File: src/glc_map.vh
`ifndef GLC_MAP_VH
`define GLC_MAP_VH

// Register offsets.
`define GLC_ADDR_MODE_B        8'h20
`define GLC_ADDR_MODE_A        8'h21
`define GLC_ADDR_TABLE_B2      8'h22
`define GLC_ADDR_TABLE_A2      8'h23
`define GLC_ADDR_TABLE_A3      8'h25
`define GLC_ADDR_TABLE_A3_FST  8'h26
`define GLC_ADDR_TABLE_A3_SND  8'h27
`define GLC_ADDR_TABLE_A3_HIGH 8'h28

// Reset values.
`define GLC_RST_MODE           2'h0
`define GLC_RST_TABLE          8'h00
`define GLC_RST_NIBBLE         4'h0

// Mode field positions and encodings.
`define GLC_MODE_LOW_LSB       3'h0
`define GLC_MODE_HIGH_LSB      3'h4
`define GLC_MODE_GPIO          2'h0
`define GLC_MODE_TWO_TO_ONE    2'h1
`define GLC_MODE_THREE_TO_ONE  2'h2
`define GLC_MODE_THREE_TO_TWO  2'h3

`endif

File: src/glc_top.v
// Functional notes
// - Bank A low mode 00 leaves lines 3:0 GPIO.
// - Mode 01 drives line 2 from lines 1:0.
// - Mode 10 drives line 3 from lines 2:0.
// - Mode 11 drives lines 4:3 from two tables.
// - Table B upper nibble sets line 14 output.
// - Upper nibble used only in high 2-to-1.
// - Table B lower nibble sets line 10 output.
// - Lower nibble used only in low 2-to-1.
// - Bank A bits 5:4 govern lines 7:6.
// - Table A lower nibble sets line 2 output.
`timescale 1ns/1ps
`include "glc_map.vh"

module glc_top #(
  parameter WIDTH = 16
) (
  // Clock and reset
  input  wire             mclk,
  input  wire             rst,
  // Register port from the serial slave
  input  wire             reg_wr,
  input  wire             reg_rd,
  input  wire [7:0]       reg_addr,
  input  wire [7:0]       reg_wdata,
  output reg  [7:0]       reg_rdata_q,
  // I/O lines
  input  wire [WIDTH-1:0] io_pin,
  input  wire [WIDTH-1:0] gpio_data,
  output reg  [WIDTH-1:0] io_out,
  output reg  [WIDTH-1:0] lut_drive
);

  reg  [WIDTH-1:0] io_meta_q;
  reg  [WIDTH-1:0] io_sync_q;
  reg  [1:0]       a_low_q;
  reg  [1:0]       a_high_q;
  reg  [1:0]       b_low_q;
  reg  [1:0]       b_high_q;
  reg  [7:0]       tbl_b2_q;
  reg  [7:0]       tbl_a2_q;
  reg  [7:0]       tbl_a3_q;
  reg  [7:0]       tbl_a3_fst_q;
  reg  [7:0]       tbl_a3_snd_q;
  reg  [7:0]       tbl_a3_high_q;
  reg  [7:0]       rdata_d;

  // Table bit n is the output for select value n.
  function lut2;
    input [3:0] tbl;
    input [1:0] sel;
    begin
      lut2 = tbl[sel];
    end
  endfunction

  function lut3;
    input [7:0] tbl;
    input [2:0] sel;
    begin
      lut3 = tbl[sel];
    end
  endfunction

  // Picks one two-bit mode field out of a register byte.
  function [1:0] mode_field;
    input [7:0] val;
    input [2:0] lsb;
    begin
      mode_field = val[lsb +: 2];
    end
  endfunction

  // Reserved mode bits read back as zero.
  function [7:0] pack_mode;
    input [1:0] high;
    input [1:0] low;
    begin
      pack_mode = {2'h0, high, 2'h0, low};
    end
  endfunction

  // Pin levels pass two flip-flops before the lookup reads them.
  // A pin change therefore reaches io_out two edges later.
  always @(posedge mclk) begin
    if (rst) begin
      io_meta_q <= {WIDTH{1'b0}};
      io_sync_q <= {WIDTH{1'b0}};
    end else begin
      io_meta_q <= io_pin;
      io_sync_q <= io_meta_q;
    end
  end

  always @(posedge mclk) begin
    if (rst) begin
      a_low_q       <= `GLC_RST_MODE;
      a_high_q      <= `GLC_RST_MODE;
      b_low_q       <= `GLC_RST_MODE;
      b_high_q      <= `GLC_RST_MODE;
      tbl_b2_q      <= `GLC_RST_TABLE;
      tbl_a2_q      <= `GLC_RST_TABLE;
      tbl_a3_q      <= `GLC_RST_TABLE;
      tbl_a3_fst_q  <= `GLC_RST_TABLE;
      tbl_a3_snd_q  <= `GLC_RST_TABLE;
      tbl_a3_high_q <= `GLC_RST_TABLE;
    end else if (reg_wr) begin
      // Writes to unmapped addresses are dropped silently.
      case (reg_addr)
        `GLC_ADDR_MODE_A: begin
          a_low_q  <= mode_field(reg_wdata, `GLC_MODE_LOW_LSB);
          a_high_q <= mode_field(reg_wdata, `GLC_MODE_HIGH_LSB);
        end
        `GLC_ADDR_MODE_B: begin
          b_low_q  <= mode_field(reg_wdata, `GLC_MODE_LOW_LSB);
          b_high_q <= mode_field(reg_wdata, `GLC_MODE_HIGH_LSB);
        end
        `GLC_ADDR_TABLE_B2:      tbl_b2_q      <= reg_wdata;
        `GLC_ADDR_TABLE_A2:      tbl_a2_q      <= reg_wdata;
        `GLC_ADDR_TABLE_A3:      tbl_a3_q      <= reg_wdata;
        `GLC_ADDR_TABLE_A3_FST:  tbl_a3_fst_q  <= reg_wdata;
        `GLC_ADDR_TABLE_A3_SND:  tbl_a3_snd_q  <= reg_wdata;
        `GLC_ADDR_TABLE_A3_HIGH: tbl_a3_high_q <= reg_wdata;
        default: begin
        end
      endcase
    end
  end

  // Reserved mode bits read as zero; unmapped addresses read zero.
  always @* begin
    rdata_d = 8'h00;
    case (reg_addr)
      `GLC_ADDR_MODE_A:        rdata_d = pack_mode(a_high_q, a_low_q);
      `GLC_ADDR_MODE_B:        rdata_d = pack_mode(b_high_q, b_low_q);
      `GLC_ADDR_TABLE_B2:      rdata_d = tbl_b2_q;
      `GLC_ADDR_TABLE_A2:      rdata_d = tbl_a2_q;
      `GLC_ADDR_TABLE_A3:      rdata_d = tbl_a3_q;
      `GLC_ADDR_TABLE_A3_FST:  rdata_d = tbl_a3_fst_q;
      `GLC_ADDR_TABLE_A3_SND:  rdata_d = tbl_a3_snd_q;
      `GLC_ADDR_TABLE_A3_HIGH: rdata_d = tbl_a3_high_q;
      default:                 rdata_d = 8'h00;
    endcase
  end

  // A read in the same cycle as a write returns the old contents.
  always @(posedge mclk) begin
    if (rst) begin
      reg_rdata_q <= 8'h00;
    end else if (reg_rd) begin
      reg_rdata_q <= rdata_d;
    end
  end

  always @* begin
    // Lines not claimed by a lookup keep their data register value.
    io_out    = gpio_data;
    lut_drive = {WIDTH{1'b0}};
    case (a_low_q)
      `GLC_MODE_GPIO: begin
      end
      `GLC_MODE_TWO_TO_ONE: begin
        io_out[2]    = lut2(tbl_a2_q[3:0], io_sync_q[1:0]);
        lut_drive[2] = 1'b1;
      end
      `GLC_MODE_THREE_TO_ONE: begin
        io_out[3]    = lut3(tbl_a3_q, io_sync_q[2:0]);
        lut_drive[3] = 1'b1;
      end
      `GLC_MODE_THREE_TO_TWO: begin
        io_out[3]    = lut3(tbl_a3_fst_q, io_sync_q[2:0]);
        io_out[4]    = lut3(tbl_a3_snd_q, io_sync_q[2:0]);
        lut_drive[4:3] = 2'b11;
      end
      default: begin
      end
    endcase
    // Mode 11 of the high half is reserved and decodes nothing.
    // high half decode
    case (a_high_q)
      `GLC_MODE_GPIO: begin
      end
      `GLC_MODE_TWO_TO_ONE: begin
        io_out[6]    = lut2(tbl_a2_q[7:4], io_sync_q[5:4]);
        lut_drive[6] = 1'b1;
      end
      `GLC_MODE_THREE_TO_ONE: begin
        io_out[7]    = lut3(tbl_a3_high_q, io_sync_q[6:4]);
        lut_drive[7] = 1'b1;
      end
      default: begin
      end
    endcase
    // Bank B 3-to-1 and 3-to-2 tables live elsewhere, so 10 and 11 decode nothing here.
    // low nibble gated
    case (b_low_q)
      `GLC_MODE_TWO_TO_ONE: begin
        io_out[10]    = lut2(tbl_b2_q[3:0], io_sync_q[9:8]);
        lut_drive[10] = 1'b1;
      end
      default: begin
      end
    endcase
    case (b_high_q)
      `GLC_MODE_TWO_TO_ONE: begin
        io_out[14]    = lut2(tbl_b2_q[7:4], io_sync_q[13:12]);
        lut_drive[14] = 1'b1;
      end
      default: begin
      end
    endcase
  end

endmodule // glc_top

File: config.mk
export PLATFORM = sky130hd
export DESIGN_NAME = glc_top
export DESIGN_NICKNAME = d
export VERILOG_FILES = /design/src/glc_top.v
export VERILOG_INCLUDE_DIRS = /design/src
export SDC_FILE = /design/constraint.sdc
export NUM_CORES = 1
export LEC_CHECK = 0
export CAP_MARGIN = 15
export CORE_MARGIN = 3
export CORE_UTILIZATION = 63
export CTS_CLUSTER_DIAMETER = 40
export CTS_CLUSTER_SIZE = 24
export DETAILED_ROUTE_END_ITERATION = 8
export DONT_BUFFER_PORTS = 1
export GPL_ROUTABILITY_DRIVEN = 1
export PLACE_DENSITY = 0.81
export SYNTH_ARGS = -nofsm -noshare
export SYNTH_HDL_FRONTEND = slang
export SYNTH_SLANG_ARGS = --single-unit
export TNS_END_PERCENT = 30
File: constraint.sdc
create_clock -name mclk -period 2.93 [get_ports mclk]
set_clock_uncertainty 0.2 [all_clocks]
set_input_delay 0.293 -clock mclk [delete_from_list [all_inputs] [get_ports mclk]]
set_output_delay 0.293 -clock mclk [all_outputs]
set_load 0.05 [all_outputs]
# == Word level (Yosys, flattened, before mapping) ==
# Cells that the tools add are included.
# classes
n_lt_le_gt_ge,6
eq_ne,15
n_mux,31
n_reduce_logical,9
# op_table
op,n
$eq 8x6->1 const B,8
$pmux 8 s8,1
$mux 1,21
$reduce_and 2->1,8
$bmux 1 s3,4
$lt 2x3->1 const B,4
$bmux 1 s2,4
$eq 2x1->1 const B,4
$lt 3x4->1 const B,2
$eq 2x2->1 const B,3
$pmux 1 s2,1
$reduce_or 2->1,1
# totals
ff_bits,92
in_bits,52
out_inout_bits,40
word_cells,74

# == Depth between registers and ports, before layout ==
# logic_depth
depth_word,3
ltp_mapped,7
ltp_nobuf,4

# == Worst setup path after synthesis ==
# OpenSTA, ideal clock, no wires.
# synth_path
kind,reg-to-output
startpoint,reg a_high_q[1]
endpoint,out io_out[7]
arrival_ns,1.999
required_ns,2.437
path_slack_ns,0.438
stages_incl_launch_ff,4
path_buffers,0
path_cell_list,dfxtp_1 -> nor2b_1 -> nor2_1 -> a21oi_1
# synth_via
elab_chain_cells,2
# synth_rtl
element,line_no,text
"start, declared",glc_top.v:37,reg [1:0] a_high_q;
"start signal, assigned",glc_top.v:98,a_high_q <= `GLC_RST_MODE;
"start signal, assigned",glc_top.v:112,"a_high_q <= mode_field(reg_wdata, `GLC_MODE_HIGH_LSB);"
$eq 2x2->1,n/a,
$mux 1,glc_top.v:180,case (a_high_q)
"end, declared",glc_top.v:30,"output reg [WIDTH-1:0] io_out,"
# Every way passes these cells.

# == Final worst setup path ==
# layout_path
startpoint,reg io_sync_q[1]
endpoint,out io_out[3]
# layout_via
elab_chain_cells,3
elab_cells_between_ends,5
classes_between,5 x mux
# layout_rtl
element,line_no,text
"start, declared",glc_top.v:35,reg [WIDTH-1:0] io_sync_q;
"start signal, assigned",glc_top.v:88,io_sync_q <= {WIDTH{1'b0}};
"start signal, assigned",glc_top.v:91,io_sync_q <= io_meta_q;
$bmux 1 s3,glc_top.v:61,lut3 = tbl[sel];
$mux 1 (implied by the code),glc_top.v:61,
$pmux 1 s2 *,glc_top.v:159,case (a_low_q)
# Mark *: on every way between the ends. The rest lies on a longest branch, timed or not. The select of a mux whose other input is x is not followed.

==> results.rst <==
.. list-table::
   :header-rows: 1

   * - Metric
     - Value
   * - RSZ-0062 raised after global routing
     - false
   * - Root Driver
     - sky130_fd_sc_hd__clkbuf_8
   * - Final wirelength
     - 10100 µm
   * - Slew of the pin with the lowest slew margin
     - 0.715 ns
   * - Number of inserted diodes
     - 0
   * - Number of global-route vias before repair
     - 3054
   * - Average footprint of a synthesized cell
     - 10.4 µm²
   * - Peak clock frequency supported by timing
     - 369 MHz
   * - Initial Utilization
     - 65.3%
   * - Sequential fraction of design power
     - 55.1%
   * - List of most frequent post-synthesis cells
     - 84 x sky130_fd_sc_hd__dfxtp_1, 65 x sky130_fd_sc_hd__mux2i_1, 44 x sky130_fd_sc_hd__nand2b_1, 34 x sky130_fd_sc_hd__nor2b_1, 27 x sky130_fd_sc_hd__nor2_1
   * - Wire length of the first global-routing pass
     - 15900 µm
   * - Number of hold violations in the final report
     - 4
   * - Vias per cell
     - 6.29
   * - Endpoints failing setup
     - 0
   * - Count of buffers from port buffering
     - 0
   * - Endpoint of the lowest-slack register-to-register path
     - reg_rdata_q[2]
   * - Share of the cycle needed by the critical path after routing
     - 92.4%
   * - Worst Setup End Kind
     - output port
   * - Total Routing Usage GR
     - 27.7%
   * - Count of placed standard cells including taps
     - 453
   * - Standby leakage power
     - 1.84 nW
   * - Type of the most critical hold path
     - in2reg
   * - GR Overflow Total
     - 0
   * - Total Die Area
     - 7630 µm²
   * - Headroom to the max-slew limit
     - 52.0%
   * - Fraction of synthesis flops using an asynchronous set or reset pin
     - 0%
   * - Number of distinct library cell variants in the gate-level netlist after synthesis
     - 44
   * - Area of the mapped netlist
     - 4170 µm²
   * - Htree depth
     - 3
   * - Critical Setup Path Class
     - reg2out
   * - Final weighted congestion of routability-driven global placement
     - 0.896
   * - CTS buffer count
     - 9
   * - Remaining antenna violation count after routing
     - 0
   * - Routed length per instance
     - 20.4 µm
   * - HPWL reported at the end of detailed placement
     - 6700 µm
   * - Startpoint kind of the worst setup timing path
     - register
   * - Post-synth EDFFs
     - 0
   * - Worst supply voltage drop on vdd
     - 0.390 mV
   * - CTS tree
     - done
   * - Count of pins over their slew limit
     - 0
   * - Fraction of the yosys area taken by sequential cells
     - 40.3%
   * - Routed vias
     - 3112
   * - Overall power of the completed layout
     - 2.11 mW
   * - Cell Area, Placed
     - 4150 µm²
   * - Chip Width
     - 87.3 µm
   * - DIE HEIGHT
     - 87.3 µm
   * - Post-route setup slack
     - 0.222 ns
   * - Hold_buf cts
     - 26
   * - Share of final-layout standard cells stronger than drive strength 1
     - 15.3%
   * - Total of max-cap violations
     - 0
   * - Reg-to-reg critical path startpoint
     - tbl_a3_snd_q[2]
   * - Min-Delay Startpoint
     - reg_wdata[7]
   * - Layout overhead on the synthesized area
     - 10.7%
   * - Skew-Pair Late Insertion Delay
     - 0.36 ns
   * - Worst Setup EP
     - io_out[3]
   * - Critical Path Fanout Max
     - 7
   * - DRC
     - 0
   * - Count of state elements after synthesis
     - 84
   * - NumNets Final
     - 465
   * - Register-to-Register Path Depth
     - 3
   * - Leading cell types by total area after synthesis
     - sky130_fd_sc_hd__dfxtp_1 40%, sky130_fd_sc_hd__mux2i_1 16%, sky130_fd_sc_hd__mux4_2 8.1%, sky130_fd_sc_hd__nand2b_1 6.6%, sky130_fd_sc_hd__nor2b_1 5.1%
   * - Failing checks
     - hold timing
   * - Data arrival at the endpoint of the critical path
     - 2.22 ns
   * - Maximum clock path buffer count
     - 2
   * - Fraction of power spent switching nets
     - 26.6%
   * - Post-synthesis instance total
     - 399
   * - Power density relative to cell area
     - 458 nW/µm²
   * - Core ar.
     - 6390 µm²
   * - Fill cells
     - 474
   * - Initial antenna violation count
     - 0
   * - Largest net degree at the start of global routing
     - 86
   * - Result of the run
     - finished with violations
   * - Minimum setup slack among reg-to-reg paths
     - 1.35 ns
   * - Initial DRT Pass Iterations
     - 5
   * - Post-Place Worst Slack
     - 0.544 ns
   * - Violation count after the first detailed-routing iteration
     - 268
   * - Final sum of negative setup slack
     - 0 ns
   * - Cell with the most instances after synthesis
     - sky130_fd_sc_hd__dfxtp_1
   * - Comb pwr share
     - 8.3%
   * - Post-CTS Setup Repair Bufs
     - 0
   * - Crit path from
     - io_sync_q[1]
   * - Number of gates given a new drive strength after cts
     - 0
   * - Post-route standard cell area excluding fillers
     - 4610 µm²
   * - Library cell occupying the most area in the post-synthesis netlist
     - sky130_fd_sc_hd__dfxtp_1
   * - Worst-path clk slew
     - 0.09 ns
   * - Top-area cell type share of the netlist area
     - 40.3%
   * - Internal portion of total power
     - 1.55 mW
   * - Clock group share of total power
     - 36.6%
   * - Top_reg_cell synth
     - sky130_fd_sc_hd__dfxtp_1
   * - # clock sinks
     - 84
   * - Final cell utilization of the core
     - 72.2%
   * - Switching power of the nets
     - 0.561 mW
   * - Required time of the critical path
     - 2.44 ns
   * - Worst Hold Margin
     - -0.00226 ns
   * - Fin crit period
     - 2.71 ns
   * - Number of synthesis warnings
     - 0
   * - Number of top-level pins
     - 92
   * - Filler-free cell count of the finished design
     - 495
   * - Rows
     - 29
==> cell usage in the layout, fill, tap and decap left out, types with 3 or more instances in the layout <==
| cell | synthesis | final |
|---|---|---|
| sky130_fd_sc_hd__inv_1 | 3 | 3 |
| sky130_fd_sc_hd__mux4_2 | 15 | 15 |
| sky130_fd_sc_hd__dlygate4sd3_1 | 0 | 25 |
| sky130_fd_sc_hd__mux2_2 | 12 | 12 |
| sky130_fd_sc_hd__conb_1 | 1 | 9 |
| sky130_fd_sc_hd__nor4b_1 | 4 | 4 |
| sky130_fd_sc_hd__o22ai_1 | 5 | 5 |
| sky130_fd_sc_hd__dfxtp_1 | 84 | 84 |
| sky130_fd_sc_hd__a21oi_1 | 11 | 11 |
| sky130_fd_sc_hd__mux2i_1 | 65 | 65 |
| sky130_fd_sc_hd__a221o_1 | 3 | 3 |
| sky130_fd_sc_hd__nor2b_1 | 34 | 34 |
| sky130_fd_sc_hd__nand2b_1 | 44 | 44 |
| sky130_fd_sc_hd__nor2_1 | 27 | 27 |
| sky130_fd_sc_hd__buf_4 | 19 | 13 |
| sky130_fd_sc_hd__clkbuf_8 | 0 | 9 |
| sky130_fd_sc_hd__nand3_1 | 6 | 6 |
| sky130_fd_sc_hd__nor4_4 | 3 | 3 |
| sky130_fd_sc_hd__a22oi_1 | 6 | 6 |
| sky130_fd_sc_hd__clkinv_4 | 0 | 3 |
| sky130_fd_sc_hd__nand2_1 | 5 | 5 |
==> flip-flops by register name, summed over array words and instances, names as in the netlist <==
signal	count
a_low_q	2
tbl_a3_fst_q	8
tbl_a3_high_q	8
b_low_q	2
b_high_q	2
tbl_b2_q	8
io_meta_q	10
tbl_a2_q	8
tbl_a3_q	8
tbl_a3_snd_q	8
io_sync_q	10
a_high_q	2
reg_rdata_q	8
==> kinds of logic after synthesis <==
group | count (synthesis) | synth area share, %
compound gates | 35 | 5.64
buf+inv | 47 | 6.03
flops | 84 | 40.3
mux | 92 | 27.0
other cells | 1 | 0.0899
simple gates | 140 | 20.9
==> how the worst min path moves through the flow <==
stage          slack, ns  cells after the start           end
6_report          -0.002                      2   tbl_b2_q[7]
5_1_grt           0.0005                      2   tbl_a2_q[5]
4_1_cts           0.0007                      3    b_low_q[0]
3_5_place_dp        0.17                      1  io_meta_q[2]
3_3_place_gp        0.17                      1  io_meta_q[2]
2_1_floorplan       0.21                      1  io_sync_q[0]
==> cell type report <==
cell class	count	area (µm²)	share of cell area (%)
Multi-Input combinational cell	276	2270	49.1
Sequential cell	84	1680	36.5
Clock buffer	10	128	2.77
Tap cell	77	96.3	2.09
Inverter	3	11.3	0.244
Timing Repair Buffer	39	375	8.14
Clock inverter	6	55.1	1.19
==> power by group through the flow <==
stage               combinational, mW  clock, mW  sequential, mW
finish                          0.176      0.772            1.16
global route                    0.187      0.824            1.17
CTS                             0.175      0.777            1.16
detailed placement              0.118          0            1.19
global placement                0.117          0            1.19
floorplan                       0.182          0            1.19
==> routing by layer <==
metal | up-vias | global-route usage, % | routed length (µm)
li1 | 1414 | - | -
met1 | 1487 | 35.6 | 4070
met2 | 181 | 44.2 | 4900
met3 | 30 | 7.66 | 826
met4 | 0 | 10.9 | 301
met5 | - | 0 | 0
==> critical path, stage by stage, from the launching register on <==
cell	delay [ns]
sky130_fd_sc_hd__dfxtp_1	0.56
sky130_fd_sc_hd__mux4_2	0.55
sky130_fd_sc_hd__nor2b_1	0.14
sky130_fd_sc_hd__a211oi_1	0.29
sky130_fd_sc_hd__a21oi_1	0.12
sky130_fd_sc_hd__buf_4	0.20
Note: power is estimated with default switching activity, not from simulation.
